==> src/design/dccr_pkg.sv <==
// Constants shared by the code and shared-configuration register bank.
// Assumes a 32-bit AXI4-Lite bus whose byte address is four times the register index.
package dccr_pkg;

  // Register indices; the byte address is the index times four.
  localparam int          ADDR_W   = 8;
  localparam logic [5:0]  IDX_CH2  = 6'h19;
  localparam logic [5:0]  IDX_CH0  = 6'h1B;
  localparam logic [5:0]  IDX_CH1  = 6'h1C;
  localparam logic [5:0]  IDX_CFG  = 6'h1F;
  localparam logic [5:0]  IDX_KEY  = 6'h20;
  localparam logic [5:0]  CH_IDX [3] = '{IDX_CH0, IDX_CH1, IDX_CH2};

  // Code register layout: stored field is bits 15..4, the code is its upper ten bits.
  localparam int          CODE_LSB = 4;
  localparam int          CODE_W   = 10;
  localparam logic [11:0] CODE_RST = 12'h000;

  // Shared configuration fields.
  localparam int          CFG_WIN  = 15;
  localparam int          CFG_LOCK = 14;
  localparam int          CFG_ROW  = 13;
  localparam int          CFG_REF  = 12;
  localparam int          CFG_PD1  = 10;
  localparam int          CFG_PD0  = 7;
  localparam int          CFG_PD2  = 1;
  localparam int          CH_PD_LSB [3] = '{CFG_PD0, CFG_PD1, CFG_PD2};
  localparam logic [15:0] CFG_RST  = 16'h0FFF;

  // Unlock key held in bits 15..12 of the key register.
  localparam int          KEY_LSB  = 12;
  localparam logic [3:0]  KEY_VAL  = 4'h5;

  // Fault-dump rows.
  localparam logic [7:0]  ROW_ZERO = 8'h00;
  localparam logic [7:0]  ROW_ONE  = 8'h01;

  // One-hot output stage modes.
  localparam int          PD_W     = 5;
  localparam int          PD_UP    = 0;
  localparam int          PD_R10K  = 1;
  localparam int          PD_R100K = 2;
  localparam int          PD_HIZ   = 3;
  localparam int          PD_R1K2  = 4;

  // Bus responses.
  localparam logic [1:0]  RESP_OKAY   = 2'h0;
  localparam logic [1:0]  RESP_SLVERR = 2'h2;
  localparam logic [1:0]  RESP_DECERR = 2'h3;

endpackage : dccr_pkg

==> src/design/dccr_win_hold.sv <==
// Window-comparator output stage: transparent or holding.
// Assumes cmp_i arrives from the analog comparator, asynchronous to clk_i.
`timescale 1ns/1ps
module dccr_win_hold import dccr_pkg::*; (
  input  wire logic clk_i,
  input  wire logic rstn_i,
  input  wire logic cmp_i,
  input  wire logic sel_i,
  input  wire logic clr_i,
  output logic      hold_o
);
  logic sync1_reg;
  logic sync2_reg;
  logic hold_next;

  // A held output keeps its state until cleared; a new hit beats the clear.
  assign hold_next = sel_i ? (sync2_reg | (hold_o & ~clr_i)) : sync2_reg;

  // Two flops guard against metastability on the comparator level.
  always_ff @(posedge clk_i or negedge rstn_i) begin
    if (!rstn_i) begin
      sync1_reg <= 1'b0;
      sync2_reg <= 1'b0;
      hold_o    <= 1'b0;
    end else begin
      sync1_reg <= cmp_i;
      sync2_reg <= sync1_reg;
      hold_o    <= hold_next;
    end
  end

  // Transparent mode tracks the synchronised comparison one cycle later.
  a_follow_input: assert property (@(posedge clk_i) disable iff (!rstn_i)
    !sel_i |=> hold_o == $past(sync2_reg)) else $error("Transparent output lost the comparison.");
  a_latch_hold: assert property (@(posedge clk_i) disable iff (!rstn_i)
    sel_i && hold_o && !clr_i |=> hold_o) else $error("Held output dropped without a clear.");
  c_latched: cover property (@(posedge clk_i) disable iff (!rstn_i)
    sel_i && hold_o && !sync2_reg ##1 hold_o);

endmodule : dccr_win_hold

==> src/design/dccr_pd_decode.sv <==
// Decodes one channel's two-bit power state into a registered one-hot stage mode.
// Assumes state_i comes from a register on the same clock.
`timescale 1ns/1ps
module dccr_pd_decode import dccr_pkg::*; #(
  parameter bit LOW_R_ONLY = 1'b0
) (
  input  wire logic            clk_i,
  input  wire logic            rstn_i,
  input  wire logic [1:0]      state_i,
  output logic      [PD_W-1:0] pd_o
);
  logic [PD_W-1:0] pd_next;
  localparam logic [PD_W-1:0] PD_RST = LOW_R_ONLY ? PD_W'(1 << PD_R1K2) : PD_W'(1 << PD_HIZ);

  // The low-resistance channel has one pull-down for every non-zero code.
  always_comb begin
    pd_next = '0;
    if (LOW_R_ONLY) begin
      pd_next[state_i == 2'h0 ? PD_UP : PD_R1K2] = 1'b1;
    end else begin
      unique case (state_i)
        2'h0: pd_next[PD_UP]    = 1'b1;
        2'h1: pd_next[PD_R10K]  = 1'b1;
        2'h2: pd_next[PD_R100K] = 1'b1;
        2'h3: pd_next[PD_HIZ]   = 1'b1;
      endcase
    end
  end

  // Reset matches the configuration reset, so the stage starts powered down.
  always_ff @(posedge clk_i or negedge rstn_i) begin
    if (!rstn_i) begin
      pd_o <= PD_RST;
    end else begin
      pd_o <= pd_next;
    end
  end

  a_pd_up: assert property (@(posedge clk_i) disable iff (!rstn_i)
    (state_i == 2'h0) |=> pd_o == PD_W'(1 << PD_UP)) else $error("Channel not powered up on code zero.");
  a_pd_down: assert property (@(posedge clk_i) disable iff (!rstn_i)
    (state_i != 2'h0) && LOW_R_ONLY |=> pd_o[PD_R1K2]) else $error("Low-resistance pull-down missing.");

endmodule : dccr_pd_decode

==> src/design/dccr_top.sv <==
// Output-code and shared-configuration register bank behind an AXI4-Lite slave.
// Assumes one clock; the window comparator level comes from outside this domain.
// Function
// - Channel codes are unsigned straight binary.
// - All code registers reset to zero.
// - Shared configuration resets to 0FFFh.
// - Bit 15: transparent or holding comparator output.
// - Lock bit blocks code writes and all configuration writes but a keyed unlock.
// - Bit 13 selects fault-dump row 0 or 1.
// - Bit 12 enables the internal reference.
// - Bits 11..10 set channel one power state.
// - Bits 8..7 set channel zero power state.
// - Bits 2..1: channel two up or 1.2k.
//
// Our own choice: register access over AXI4-Lite.
`timescale 1ns/1ps
module dccr_top import dccr_pkg::*; (
  input  wire logic              MCLK_I,
  input  wire logic              RSTN_I,
  input  wire logic [ADDR_W-1:0] S_AXI_AWADDR_I,
  input  wire logic [2:0]        S_AXI_AWPROT_I,
  input  wire logic              S_AXI_AWVALID_I,
  output logic                   S_AXI_AWREADY_O,
  input  wire logic [31:0]       S_AXI_WDATA_I,
  input  wire logic [3:0]        S_AXI_WSTRB_I,
  input  wire logic              S_AXI_WVALID_I,
  output logic                   S_AXI_WREADY_O,
  output logic      [1:0]        S_AXI_BRESP_O,
  output logic                   S_AXI_BVALID_O,
  input  wire logic              S_AXI_BREADY_I,
  input  wire logic [ADDR_W-1:0] S_AXI_ARADDR_I,
  input  wire logic [2:0]        S_AXI_ARPROT_I,
  input  wire logic              S_AXI_ARVALID_I,
  output logic                   S_AXI_ARREADY_O,
  output logic      [31:0]       S_AXI_RDATA_O,
  output logic      [1:0]        S_AXI_RRESP_O,
  output logic                   S_AXI_RVALID_O,
  input  wire logic              S_AXI_RREADY_I,
  input  wire logic              WIN_CMP_I,
  input  wire logic              WIN_CLR_I,
  output logic                   WIN_OUT_O,
  output logic      [CODE_W-1:0] CH0_CODE_O,
  output logic      [CODE_W-1:0] CH1_CODE_O,
  output logic      [CODE_W-1:0] CH2_CODE_O,
  output logic      [PD_W-1:0]   CH0_PD_O,
  output logic      [PD_W-1:0]   CH1_PD_O,
  output logic      [PD_W-1:0]   CH2_PD_O,
  output logic                   LOCK_O,
  output logic                   REF_EN_O,
  output logic      [7:0]        FAULT_ROW_O
);

  // True when a byte address is aligned and points at the given register.
  function automatic logic hit(input logic [ADDR_W-1:0] addr, input logic [5:0] idx);
    hit = (addr[1:0] == 2'h0) && (addr[ADDR_W-1:2] == idx);
  endfunction : hit

  // Merges the two low byte lanes of a write into an old 16-bit value.
  function automatic logic [15:0] merge(input logic [15:0] old, input logic [15:0] dat,
                                        input logic [1:0] strb);
    merge = {strb[1] ? dat[15:8] : old[15:8], strb[0] ? dat[7:0] : old[7:0]};
  endfunction : merge

  // Write channel state.
  logic              have_aw_reg;
  logic              have_w_reg;
  logic [ADDR_W-1:0] awaddr_reg;
  logic [15:0]       wdata_reg;
  logic [1:0]        wstrb_reg;
  logic              aw_fire;
  logic              w_fire;
  logic              wr_do;
  logic              have_aw_next;
  logic              have_w_next;
  logic              bvalid_next;
  logic [1:0]        bresp_next;

  // Read channel state.
  logic              ar_fire;
  logic              rvalid_next;
  logic [15:0]       rd_val;
  logic              rd_map;

  // Register contents.
  logic [11:0]       code_reg [3];
  logic [15:0]       cfg_reg;
  logic              key_armed_reg;
  logic [15:0]       cfg_wval;
  logic              locked;
  logic              w_cfg;
  logic              w_key;
  logic              w_map;
  logic              cfg_we;
  logic              blocked;
  logic [2:0]        code_we;
  logic [2:0]        w_code;
  logic [PD_W-1:0]   pd_w [3];

  // Handshakes: each channel moves one item when valid and ready meet.
  assign aw_fire = S_AXI_AWVALID_I & S_AXI_AWREADY_O;
  assign w_fire  = S_AXI_WVALID_I & S_AXI_WREADY_O;
  assign ar_fire = S_AXI_ARVALID_I & S_AXI_ARREADY_O;

  // A write is carried out once both halves are held and no response is pending.
  assign wr_do        = have_aw_reg & have_w_reg & ~S_AXI_BVALID_O;
  assign have_aw_next = (have_aw_reg | aw_fire) & ~wr_do;
  assign have_w_next  = (have_w_reg | w_fire) & ~wr_do;
  assign bvalid_next  = wr_do | (S_AXI_BVALID_O & ~S_AXI_BREADY_I);
  assign rvalid_next  = ar_fire | (S_AXI_RVALID_O & ~S_AXI_RREADY_I);

  // Address decode of the held write.
  assign w_cfg   = wr_do & hit(awaddr_reg, IDX_CFG);
  assign w_key   = wr_do & hit(awaddr_reg, IDX_KEY);
  assign w_map   = w_cfg | w_key | (|w_code);
  assign locked  = cfg_reg[CFG_LOCK];

  // Per-channel code write enables; a locked bank ignores them.
  genvar g;
  generate
    for (g = 0; g < 3; g++) begin : g_ch
      logic [15:0] code_wval;

      assign w_code[g]  = wr_do & hit(awaddr_reg, CH_IDX[g]);
      assign code_we[g] = w_code[g] & ~locked;
      // The merged word needs a name, since a function result cannot be sliced.
      assign code_wval  = merge({code_reg[g], 4'h0}, wdata_reg, wstrb_reg);

      // Code field bits 15..4 are kept; the low nibble is dropped on write.
      always_ff @(posedge MCLK_I or negedge RSTN_I) begin
        if (!RSTN_I) begin
          code_reg[g] <= CODE_RST;
        end else if (code_we[g]) begin
          code_reg[g] <= code_wval[15:CODE_LSB];
        end
      end

      // Each channel's power field drives its own output stage decoder.
      dccr_pd_decode #(
        .LOW_R_ONLY (g == 2)
      ) u_pd (
        .clk_i   (MCLK_I),
        .rstn_i  (RSTN_I),
        .state_i (cfg_reg[CH_PD_LSB[g] +: 2]),
        .pd_o    (pd_w[g])
      );
    end
  endgenerate

  // Locked configuration accepts only an armed write that clears the lock.
  assign cfg_wval = merge(cfg_reg, wdata_reg, wstrb_reg);
  assign cfg_we   = w_cfg & (~locked | (key_armed_reg & ~cfg_wval[CFG_LOCK]));
  assign blocked  = ((|w_code) & locked) | (w_cfg & ~cfg_we);
  assign bresp_next = ~w_map ? RESP_DECERR : (blocked ? RESP_SLVERR : RESP_OKAY);

  // Read decode; unmapped reads answer zero with a decode error.
  assign rd_map = hit(S_AXI_ARADDR_I, IDX_CH0) | hit(S_AXI_ARADDR_I, IDX_CH1) |
                  hit(S_AXI_ARADDR_I, IDX_CH2) | hit(S_AXI_ARADDR_I, IDX_CFG) |
                  hit(S_AXI_ARADDR_I, IDX_KEY);
  assign rd_val = hit(S_AXI_ARADDR_I, IDX_CH0) ? {code_reg[0], 4'h0} :
                  hit(S_AXI_ARADDR_I, IDX_CH1) ? {code_reg[1], 4'h0} :
                  hit(S_AXI_ARADDR_I, IDX_CH2) ? {code_reg[2], 4'h0} :
                  hit(S_AXI_ARADDR_I, IDX_CFG) ? cfg_reg :
                  hit(S_AXI_ARADDR_I, IDX_KEY) ? {key_armed_reg ? KEY_VAL : 4'h0, 12'h000} :
                  16'h0000;

  // Write channel: hold the address and data halves until both are present.
  // Ready drops while a response waits, so a second write cannot overtake it.
  always_ff @(posedge MCLK_I or negedge RSTN_I) begin
    if (!RSTN_I) begin
      have_aw_reg     <= 1'b0;
      have_w_reg      <= 1'b0;
      S_AXI_AWREADY_O <= 1'b0;
      S_AXI_WREADY_O  <= 1'b0;
      S_AXI_BVALID_O  <= 1'b0;
    end else begin
      have_aw_reg     <= have_aw_next;
      have_w_reg      <= have_w_next;
      S_AXI_AWREADY_O <= ~have_aw_next & ~bvalid_next;
      S_AXI_WREADY_O  <= ~have_w_next & ~bvalid_next;
      S_AXI_BVALID_O  <= bvalid_next;
    end
  end

  // Payload captures for the held write and its response.
  always_ff @(posedge MCLK_I or negedge RSTN_I) begin
    if (!RSTN_I) begin
      awaddr_reg    <= '0;
      wdata_reg     <= 16'h0000;
      wstrb_reg     <= 2'h0;
      S_AXI_BRESP_O <= RESP_OKAY;
    end else begin
      if (aw_fire) begin
        awaddr_reg <= S_AXI_AWADDR_I;
      end
      if (w_fire) begin
        wdata_reg <= S_AXI_WDATA_I[15:0];
        wstrb_reg <= S_AXI_WSTRB_I[1:0];
      end
      if (wr_do) begin
        S_AXI_BRESP_O <= bresp_next;
      end
    end
  end

  // Read channel: one read in flight; data are sampled when the address is taken.
  always_ff @(posedge MCLK_I or negedge RSTN_I) begin
    if (!RSTN_I) begin
      S_AXI_ARREADY_O <= 1'b0;
      S_AXI_RVALID_O  <= 1'b0;
      S_AXI_RDATA_O   <= 32'h0000_0000;
      S_AXI_RRESP_O   <= RESP_OKAY;
    end else begin
      S_AXI_ARREADY_O <= ~rvalid_next;
      S_AXI_RVALID_O  <= rvalid_next;
      if (ar_fire) begin
        S_AXI_RDATA_O <= {16'h0000, rd_val};
        S_AXI_RRESP_O <= rd_map ? RESP_OKAY : RESP_DECERR;
      end
    end
  end

  // Shared configuration; reserved bits are stored as written.
  always_ff @(posedge MCLK_I or negedge RSTN_I) begin
    if (!RSTN_I) begin
      cfg_reg <= CFG_RST;
    end else if (cfg_we) begin
      cfg_reg <= cfg_wval;
    end
  end

  // The key arms only the next configuration write, which always disarms it.
  // Keeping the arm one-shot stops a stale key from unlocking much later.
  always_ff @(posedge MCLK_I or negedge RSTN_I) begin
    if (!RSTN_I) begin
      key_armed_reg <= 1'b0;
    end else if (w_key) begin
      key_armed_reg <= wstrb_reg[1] & (wdata_reg[KEY_LSB +: 4] == KEY_VAL);
    end else if (w_cfg) begin
      key_armed_reg <= 1'b0;
    end
  end

  // Pin-side copies of configuration fields and codes, one cycle behind the registers.
  always_ff @(posedge MCLK_I or negedge RSTN_I) begin
    if (!RSTN_I) begin
      LOCK_O      <= 1'b0;
      REF_EN_O    <= 1'b0;
      FAULT_ROW_O <= ROW_ZERO;
      CH0_CODE_O  <= '0;
      CH1_CODE_O  <= '0;
      CH2_CODE_O  <= '0;
    end else begin
      LOCK_O      <= cfg_reg[CFG_LOCK];
      REF_EN_O    <= cfg_reg[CFG_REF];
      FAULT_ROW_O <= cfg_reg[CFG_ROW] ? ROW_ONE : ROW_ZERO;
      CH0_CODE_O  <= code_reg[0][11:2];
      CH1_CODE_O  <= code_reg[1][11:2];
      CH2_CODE_O  <= code_reg[2][11:2];
    end
  end

  assign CH0_PD_O = pd_w[0];
  assign CH1_PD_O = pd_w[1];
  assign CH2_PD_O = pd_w[2];

  // Comparator output stage.
  dccr_win_hold u_win (
    .clk_i  (MCLK_I),
    .rstn_i (RSTN_I),
    .cmp_i  (WIN_CMP_I),
    .sel_i  (cfg_reg[CFG_WIN]),
    .clr_i  (WIN_CLR_I),
    .hold_o (WIN_OUT_O)
  );

  // Marks the first clock edge after reset release for the reset checks.
  logic seen_reg;
  always_ff @(posedge MCLK_I or negedge RSTN_I) begin
    if (!RSTN_I) begin
      seen_reg <= 1'b0;
    end else begin
      seen_reg <= 1'b1;
    end
  end

  a_reset_codes: assert property (@(posedge MCLK_I) disable iff (!RSTN_I)
    !seen_reg |-> code_reg[0] == 12'h000 && code_reg[1] == 12'h000 && code_reg[2] == 12'h000)
    else $error("Code register not zero after reset.");
  a_reset_config: assert property (@(posedge MCLK_I) disable iff (!RSTN_I)
    !seen_reg |-> cfg_reg == 16'h0FFF && CH0_PD_O[PD_HIZ] && CH2_PD_O[PD_R1K2])
    else $error("Configuration not at its reset value.");
  a_low_nibble: assert property (@(posedge MCLK_I) disable iff (!RSTN_I)
    ar_fire && (hit(S_AXI_ARADDR_I, IDX_CH0) || hit(S_AXI_ARADDR_I, IDX_CH2))
    |=> S_AXI_RDATA_O[3:0] == 4'h0) else $error("Code read shows low nibble.");
  a_code_output: assert property (@(posedge MCLK_I) disable iff (!RSTN_I)
    code_we[1] && wstrb_reg == 2'h3 |=> ##1 CH1_CODE_O == $past(wdata_reg[15:6], 2))
    else $error("Channel one code does not follow its write.");
  a_lock_codes: assert property (@(posedge MCLK_I) disable iff (!RSTN_I)
    locked |=> $stable(code_reg[0]) && $stable(code_reg[1]) && $stable(code_reg[2]))
    else $error("Code changed while locked.");
  a_lock_config: assert property (@(posedge MCLK_I) disable iff (!RSTN_I)
    locked && !key_armed_reg |=> $stable(cfg_reg)) else $error("Configuration changed while locked.");
  a_lock_error: assert property (@(posedge MCLK_I) disable iff (!RSTN_I)
    (|w_code) && locked |=> S_AXI_BVALID_O && S_AXI_BRESP_O == RESP_SLVERR)
    else $error("Locked write not refused.");
  a_row_select: assert property (@(posedge MCLK_I) disable iff (!RSTN_I)
    $changed(cfg_reg[CFG_ROW]) |=> FAULT_ROW_O == {7'h00, $past(cfg_reg[CFG_ROW])})
    else $error("Fault-dump row not following its select.");
  a_ref_enable: assert property (@(posedge MCLK_I) disable iff (!RSTN_I)
    cfg_we && wstrb_reg[1] |=> ##1 REF_EN_O == $past(wdata_reg[CFG_REF], 2))
    else $error("Reference enable not following its write.");
  a_pd_channel1: assert property (@(posedge MCLK_I) disable iff (!RSTN_I)
    cfg_reg[11:10] == 2'h2 |=> CH1_PD_O == 5'h04) else $error("Channel one 100k mode missing.");
  a_pd_channel0: assert property (@(posedge MCLK_I) disable iff (!RSTN_I)
    cfg_reg[8:7] == 2'h1 |=> CH0_PD_O == 5'h02) else $error("Channel zero 10k mode missing.");
  a_write_resp: assert property (@(posedge MCLK_I) disable iff (!RSTN_I)
    wr_do |=> S_AXI_BVALID_O && !S_AXI_AWREADY_O) else $error("Write response late.");

  // Read timing, the key, channel two's stage, the lock pin and open code writes, each of which a stale value could hide.
  a_read_resp: assert property (@(posedge MCLK_I) disable iff (!RSTN_I)
    ar_fire |=> S_AXI_RVALID_O && !S_AXI_ARREADY_O) else $error("Read response late.");
  a_key_oneshot: assert property (@(posedge MCLK_I) disable iff (!RSTN_I)
    w_cfg |=> !key_armed_reg) else $error("Key survived a configuration write.");
  a_unlock_key: assert property (@(posedge MCLK_I) disable iff (!RSTN_I)
    locked && cfg_we |-> key_armed_reg) else $error("Lock cleared without the key.");
  a_pd_channel2: assert property (@(posedge MCLK_I) disable iff (!RSTN_I)
    cfg_reg[2:1] == 2'h2 |=> CH2_PD_O == 5'h10) else $error("Channel two pull-down missing.");
  a_lock_output: assert property (@(posedge MCLK_I) disable iff (!RSTN_I)
    locked |=> LOCK_O) else $error("Lock pin not following its bit.");
  a_code_taken: assert property (@(posedge MCLK_I) disable iff (!RSTN_I)
    (|w_code) && !locked |=> S_AXI_BRESP_O == RESP_OKAY) else $error("Open code write refused.");

  c_unlock: cover property (@(posedge MCLK_I) disable iff (!RSTN_I)
    locked && key_armed_reg && cfg_we ##1 !locked);
  c_code_write: cover property (@(posedge MCLK_I) disable iff (!RSTN_I) code_we[0]);
  c_locked_refusal: cover property (@(posedge MCLK_I) disable iff (!RSTN_I) w_cfg && !cfg_we);
  c_unmapped_read: cover property (@(posedge MCLK_I) disable iff (!RSTN_I) ar_fire && !rd_map);

endmodule : dccr_top

==> config.mk <==
export PLATFORM = sky130hd
export DESIGN_NAME = dccr_top
export DESIGN_NICKNAME = d
export VERILOG_FILES = /design/src/design/dccr_pkg.sv /design/src/design/dccr_win_hold.sv /design/src/design/dccr_pd_decode.sv /design/src/design/dccr_top.sv
export SDC_FILE = /design/constraint.sdc
export NUM_CORES = 1
export LEC_CHECK = 0
export BUFFER_PORTS_ARGS = -buffer_cell sky130_fd_sc_hd__buf_2
export CORE_MARGIN = 2
export CORE_UTILIZATION = 45
export DETAILED_ROUTE_END_ITERATION = 6
export MAX_ROUTING_LAYER = met4
export PLACE_DENSITY = 0.7
export SETUP_SLACK_MARGIN = 0.3
export SYNTH_ARGS = -nofsm -noshare
export SYNTH_HDL_FRONTEND = slang
export SYNTH_HIERARCHICAL = 1
export SYNTH_SLANG_ARGS = --single-unit
==> constraint.sdc <==
create_clock -name MCLK_I -period 2.26 [get_ports MCLK_I]
set_clock_uncertainty 0.2 [all_clocks]
set_input_delay 0.113 -clock MCLK_I [delete_from_list [all_inputs] [get_ports MCLK_I]]
set_output_delay 0.113 -clock MCLK_I [all_outputs]
set_load 0.005 [all_outputs]
==> impl_metrics.ini, run 1 <==
[routing]
routed_wirelength_mm = 13.4
drcViolationCount = 0
ant_nets = 0
drtIter0Drc = 218
vias = 4063
detail_route.wl_per_cell_um = 16.7
routed_via_density = 5.07
drt_pass1_iterations = 4

[clocking]
cts_htree_levels = 4
clk_pin_slew_ps = 60
cts.sink_count = 151
cts-root-buf = clkbuf_16
cts_made_buffers = 17
tritoncts = built
cts_max_path_buffers = 2
worst_skew_pair.late_latency_ps = 430

[status]
status = finished, final reports clean

[final_layout]
share_of_cells_above_drive_strength_1 = 0.455
insertedDiodeCount = 0
number_of_flip_flops_under_the_largest_register_name = 36
layout.cell_area.non_filler_um2 = 7970
flow.area_growth_from_synthesis_pct = 30.6
layout.nets = 680

[worst_setup_path]
worstPathCellList = or2_4 -> or3_4 -> nor4_4 -> buf_12 -> mux2_2
critPathKind = reg -> reg
timing.critical_path.slowest_cell_delay_ps = 390
cp-startpoint = awaddr_reg[1]
crit_slowest_cell = dfrtp_1
critical_path.startpoint_type = register
r2r_cells = 5
worst_r2r_startpoint = awaddr_reg[1]
largest_fanout_on_the_critical_path = 8
worst_ep_required_time_ps = 2370
reg2reg_setup_slack_ps = 170
crit_arrival_ps = 2200
endpoint_class_of_the_critical_path = register

[floorplan]
die_h_um = 120
placement_row_count = 42
chipWidth_um = 120
start_util = 0.461
die-area_um2 = 14500
design.core.area_um2 = 13200
io-pin-count = 164

[sta]
timing.final.max_slew_violations = 0
period_minus_slack_ps = 2090
achievable-frequency_ghz = 0.478
worst_slew_pin_slew_ps = 858
worst_slew_margin_relative_to_its_limit = 0.426
final.setup.tns_ps = 0
post-route-worst-setup-slack_ps = 168
final.period_utilization = 0.926
grt_setup_unrepaired = true
number_of_hold_violations_in_the_final_report = 0
setup_viol_count_final = 0

[yosys]
synth_ff_type = dfrtp_1
post_synth_num_cell_types = 50
synth_sequential_area_ratio = 0.623
ys_seq_elements = 151
synth_compound_area_frac = 0.0658
synthesized_netlist_cell_count = 444
synth_async_sr_flop_share = 1.00
mappedNetlistArea_um2 = 6100
xor_and_xnor_area_share_after_synthesis = 0.00144
yosys-mux-area-fraction = 0.160
synth_top_family_by_area = multiplexers
post_synth_and_or_nand_nor_area_fraction = 0.0987
synth-warning-count = 6
syn_avg_cell_area_um2 = 13.7
synth_enable_flop_cells = 0
post_synth_fa_ha_maj_area_fraction = 0

[global_route]
antenna_found_initial = 0
grt-ovfl-total = 0
first_global_vias = 4096
grt_start_max_net_pins = 67
grt_first_pass_wirelength_mm = 21.2
globalRouteTotalUtil = 0.198

[pwr]
total_switching_power_mw = 2.13
p_int_mw = 5.57
leakagePower_nw = 3.91
vdd.ir_drop.worst_mv = 0.655
p_sw_frac = 0.276
power_per_cell_area_nw_per_um2 = 966
clock_power_share = 0.370
power.sequential.fraction = 0.461
combPwrFrac = 0.169

[placed_design]
dpl.hpwl_mm = 8.79
place.gp.congestion = 0.831
placed_area_um2 = 6810
pre_cts_ws_ps = 156
buffer_ports.inserted = 111

[job]
cap_viol_max_count = 0

[hold_path]
hold_class = in -> async
## worst max-delay path, delay by kind of cell (launching register included)
family	cells	cell delay, ps
simple gates	3	870
mux	1	330
flops	1	390
buf+inv	1	170
## power groups by stage
stage	Sequential (mW)	Combinational [mW]	Clock, mW
floorplan	3.46	0.757	0
global placement	3.55	1.01	0
detailed placement	3.57	1.05	0
CTS	3.53	1.19	2.88
global route	3.61	1.42	3.02
finish	3.54	1.30	2.85
## cells by family after synthesis
logic type	after synthesis
buffers and inverters	48
other	4
flip-flops	151
AND/OR/NAND/NOR	92
AO/OA/AOI/OAI	60
multiplexers	88
XOR/XNOR	1
## cell type report
| class | instances | area [um2] |
|---|---|---|
| Fill cell | 1039 | 5280 |
| Sequential cell | 151 | 3800 |
| Multi-Input combinational cell | 269 | 2190 |
| Timing Repair Buffer | 168 | 1130 |
| Clock buffer | 20 | 467 |
| Tap cell | 176 | 220 |
| Clock inverter | 12 | 141 |
| Inverter | 6 | 22.5 |
## cell usage in the layout, fill, tap and decap left out, types with 2 or more instances in the layout
cell,n
dfrtp_1,136
buf_2,110
mux2_2,66
dlygate4sd3_1,34
conb_1,28
nand2_1,25
o21ai_0,21
clkbuf_16,17
buf_4,16
dfstp_2,15
a22oi_1,12
mux2i_1,11
mux2_4,11
nor2_1,10
o2bb2ai_1,9
inv_1,6
nor2b_1,5
buf_6,5
a21oi_1,4
nand3_1,4
nand4_1,4
and2_1,4
a22o_1,4
clkinv_4,4
nand2b_1,3
a31oi_1,3
nor4_4,3
inv_6,3
clkbuf_8,3
buf_12,3
nor3b_1,2
nand3b_4,2
or3b_2,2
a2bb2oi_1,2
nor3_1,2
clkinvlp_4,2
bufinv_16,2
and2b_2,2
and2_2,2
## routing by layer
layer  wire length, um  up-vias  share of wire  track usage
met1              5930     2060           0.44        0.252
met5                 0        -              0            -
met4               206        0          0.015       0.0654
li1                  -     1853              -            -
met2              6570      129           0.49        0.310
met3               694       21          0.052       0.0538
## through the flow
stage          hold WS [ps]  cells  utilization  power, mW
2_1_floorplan          -383    468            -       4.21
3_5_place_dp          -99.1    725        0.514       4.62
5_1_grt                64.3    802        0.602       8.05
3_3_place_gp           -109    725        0.514       4.55
4_1_cts                34.0    799        0.592       7.60
6_report               12.8    802        0.602       7.69
## synth_stat cells (2+ instances only)
master	n	share of area
or2_1	2	0.0021
a22oi_1	12	0.015
o2bb2ai_1	9	0.013
nand4_1	4	0.0041
nor4b_1	2	0.0029
and2_2	2	0.0025
and2b_2	2	0.0029
a2bb2oi_1	2	0.0029
conb_1	4	0.0025
or3b_2	2	0.0029
dfstp_2	15	0.065
nor4_4	3	0.010
o21ai_0	22	0.018
clkbuf_1	5	0.0031
and3_1	2	0.0021
inv_1	6	0.0037
nor3b_1	3	0.0037
dfrtp_1	136	0.56
nor3_1	3	0.0025
a31oi_1	3	0.0031
nand3_1	4	0.0033
nor2_1	12	0.0074
nand2b_1	3	0.0031
and2_1	4	0.0041
a21oi_1	4	0.0033
buf_4	30	0.037
a22o_1	4	0.0057
mux2i_1	11	0.018
buf_2	4	0.0033
nor2b_1	6	0.0062
nand3b_4	2	0.0066
buf_1	3	0.0018
mux2_2	77	0.14
nand2_1	25	0.015
## final timing paths
path	to
setup / recovery	code_reg[22]
hold / removal	g_ch[1].u_pd/pd_o[2]
setup reg to reg	code_reg[22]
hold reg to reg	u_win/sync2_reg
max in group asynchronous	cfg_reg[7]
min in group MCLK_I	have_aw_reg
## what timing repair did
item,CTS,global route
setup buffers,8,3
pin swaps,1,3
resized for setup,7,25
hold buffers,34,0
endpoints found under the hold margin,174,0
endpoints found under the setup margin,40,49
Power figures use the tool's default switching activity.
==> run 2, diff against run 1 <==
--- a/config.mk
+++ b/config.mk
@@ -10,7 +10,7 @@
 export CORE_UTILIZATION = 45
 export DETAILED_ROUTE_END_ITERATION = 6
 export MAX_ROUTING_LAYER = met4
-export PLACE_DENSITY = 0.7
+export PLACE_DENSITY = 0.73
 export SETUP_SLACK_MARGIN = 0.3
 export SYNTH_ARGS = -nofsm -noshare
 export SYNTH_HDL_FRONTEND = slang
==> constraint.sdc (replaced) <==
create_clock -name MCLK_I -period 1.8 [get_ports MCLK_I]
set_clock_uncertainty 0.2 [all_clocks]
set_input_delay 0.09 -clock MCLK_I [delete_from_list [all_inputs] [get_ports MCLK_I]]
set_output_delay 0.09 -clock MCLK_I [all_outputs]
set_load 0.005 [all_outputs]
==> run 2 against run 1 <==
- first-iteration DRC count fell by 5.0%
- non-clock buffer count up 28
- register-to-register slack got worse by 370 ps
- the flow now finishes with violations (negative hold slack, negative setup slack)
- power is 31% higher
- die area is the same
- via count increased by 4.5%
- sequential power is 25% higher
- combinational power up 69%
- sequential share of layout area shrank 2.0 points
- global-route usage up 1.4 points
- flip-flop and latch count is the same
- clock power rose by 21%
==> impl_metrics.ini, run 2 (same netlist as run 1, synthesis figures left out) <==
[routing]
drt_pass1_iterations = 4
ant_nets = 0
routed_wirelength_mm = 14.5
detail_route.wl_per_cell_um = 17.5
drcViolationCount = 0
drtIter0Drc = 207
routed_via_density = 5.12
vias = 4246

[final_layout]
flow.area_growth_from_synthesis_pct = 36.2
share_of_cells_above_drive_strength_1 = 0.483
layout.cells.most_common = dfrtp_1
layout.filler_cells = 996
most-common-layout-cells = 136 x dfrtp_1, 109 x buf_2, 59 x mux2_2
number_of_flip_flops_under_the_largest_register_name = 36
post_layout_cell_count = 830
insertedDiodeCount = 0
combined_area_of_the_multi_input_logic_cells_um2 = 2280
layout.cell_area.non_filler_um2 = 8310
layout.nets = 708
final-seq-area_um2 = 3800

[pwr]
vdd.ir_drop.worst_mv = 1.03
clock_power_share = 0.343
p_int_mw = 7.28
p_sw_frac = 0.276
power.sequential.fraction = 0.438
combPwrFrac = 0.218
total_switching_power_mw = 2.78
leakagePower_nw = 4.07
power_per_cell_area_nw_per_um2 = 1210

[floorplan]
start_util = 0.461
design.core.area_um2 = 13200
die_h_um = 120
chipWidth_um = 120
placement_row_count = 42
io-pin-count = 164
die-area_um2 = 14500

[sta]
achievable-frequency_ghz = 0.500
final.setup.tns_ps = -4910
grt_setup_unrepaired = true
worst_slew_margin_relative_to_its_limit = 0.440
period_minus_slack_ps = 2000
number_of_hold_violations_in_the_final_report = 22
worst_slew_pin_slew_ps = 836
finalHoldWorstSlack_ps = -83.3
final.period_utilization = 1.11
timing.final.max_slew_violations = 0
post-route-worst-setup-slack_ps = -200
setup_viol_count_final = 37

[global_route]
globalRouteTotalUtil = 0.212
antenna_found_initial = 0
grt_first_pass_wirelength_mm = 22.7
first_global_vias = 4422
grt-ovfl-total = 0
grt_start_max_net_pins = 45

[worst_setup_path]
cp-startpoint = awaddr_reg[1]
worst_r2r_startpoint = awaddr_reg[1]
endpoint_class_of_the_critical_path = register
critPathKind = reg -> reg
worst_ep_required_time_ps = 1910
largest_fanout_on_the_critical_path = 8
critical_path.startpoint_type = register
crit_arrival_ps = 2110

[clocking]
clk_pin_slew_ps = 60
cts_max_path_buffers = 2
cts_made_buffers = 17
worst_skew_pair.late_latency_ps = 430
cts.sink_count = 151
cts_htree_levels = 4
tritoncts = built
cts-root-buf = clkbuf_16

[placed_design]
placed_area_um2 = 7130
buffer_ports.inserted = 111
place.gp.congestion = 0.917
placedCellCount = 758
dpl.hpwl_mm = 9.82

[status]
status = finished with violations
failed_checks = negative hold slack, negative setup slack

[hold_path]
hold_class = in -> async

[job]
cap_viol_max_count = 0
[run 2: cell types whose count changed in the layout (fill, tap and decap cells not counted), sizes merged]
cell and change:
buf +26, clkbuf +5, clkinv -3, clkinvlp +1, dlygate4sd3 +2, inv -3
[run 2: per-layer routing]
layer  up-vias  track usage  routed length [um]
met2       150        0.339                7330
met5         -            -                   0
met3        24       0.0533                 758
met4         0       0.0828                 308
met1      2165        0.261                6120
li1       1907            -                   -
[run 2: stage by stage]
step,total power [mW],worst slack [ps],util
after floorplan,5.34,-238,-
after global placement,6.16,-164,0.539
after detailed placement,6.26,-210,0.539
after CTS,9.98,-195,0.621
after global routing,10.5,-282,0.628
final,10.1,-200,0.628
[run 2: critical path, cell delays in order, from the launching register on]
cell and delay [ps]:
dfrtp_1 380, or2_1 250, or3_4 380, nor4_4 150, buf_6 180, mux2_2 340
[run 2: path summary, 6_finish.rpt]
path / end / slack, ps / depth (start not counted)
setup / recovery: code_reg[18] / -200 / 5
hold / removal: CH1_CODE_O[7] / -80 / 2
setup reg to reg: code_reg[18] / -200 / 5
hold reg to reg: u_win/sync2_reg / 150 / 0
max in group asynchronous: cfg_reg[7] / 860 / 3
min in group MCLK_I: S_AXI_RRESP_O[0] / 20 / 3
[run 2: area by class of cell]
| class | count | area share |
|---|---|---|
| Clock buffer | 25 | 0.0584 |
| Clock inverter | 7 | 0.0116 |
| Inverter | 6 | 0.00271 |
| Multi-Input combinational cell | 269 | 0.274 |
| Sequential cell | 151 | 0.457 |
| Tap cell | 176 | 0.0265 |
| Timing Repair Buffer | 196 | 0.169 |
[run 2: power groups by stage]
stage / sequential [mW] / combinational [mW] / clock (mW)
6_report: 4.41 / 2.20 / 3.46
5_1_grt: 4.48 / 2.37 / 3.67
4_1_cts: 4.39 / 2.07 / 3.52
3_5_place_dp: 4.44 / 1.82 / 0
3_3_place_gp: 4.41 / 1.75 / 0
2_1_floorplan: 4.35 / 0.990 / 0
[run 2: what timing repair did]
action                                  CTS  global route
hold buffers                             35             1
pin swaps                                 7             4
setup buffers                             2             2
endpoints found under the setup margin   69            62
gates resized for setup                  39            17
endpoints found under the hold margin   188            30
gates cloned                              0             0
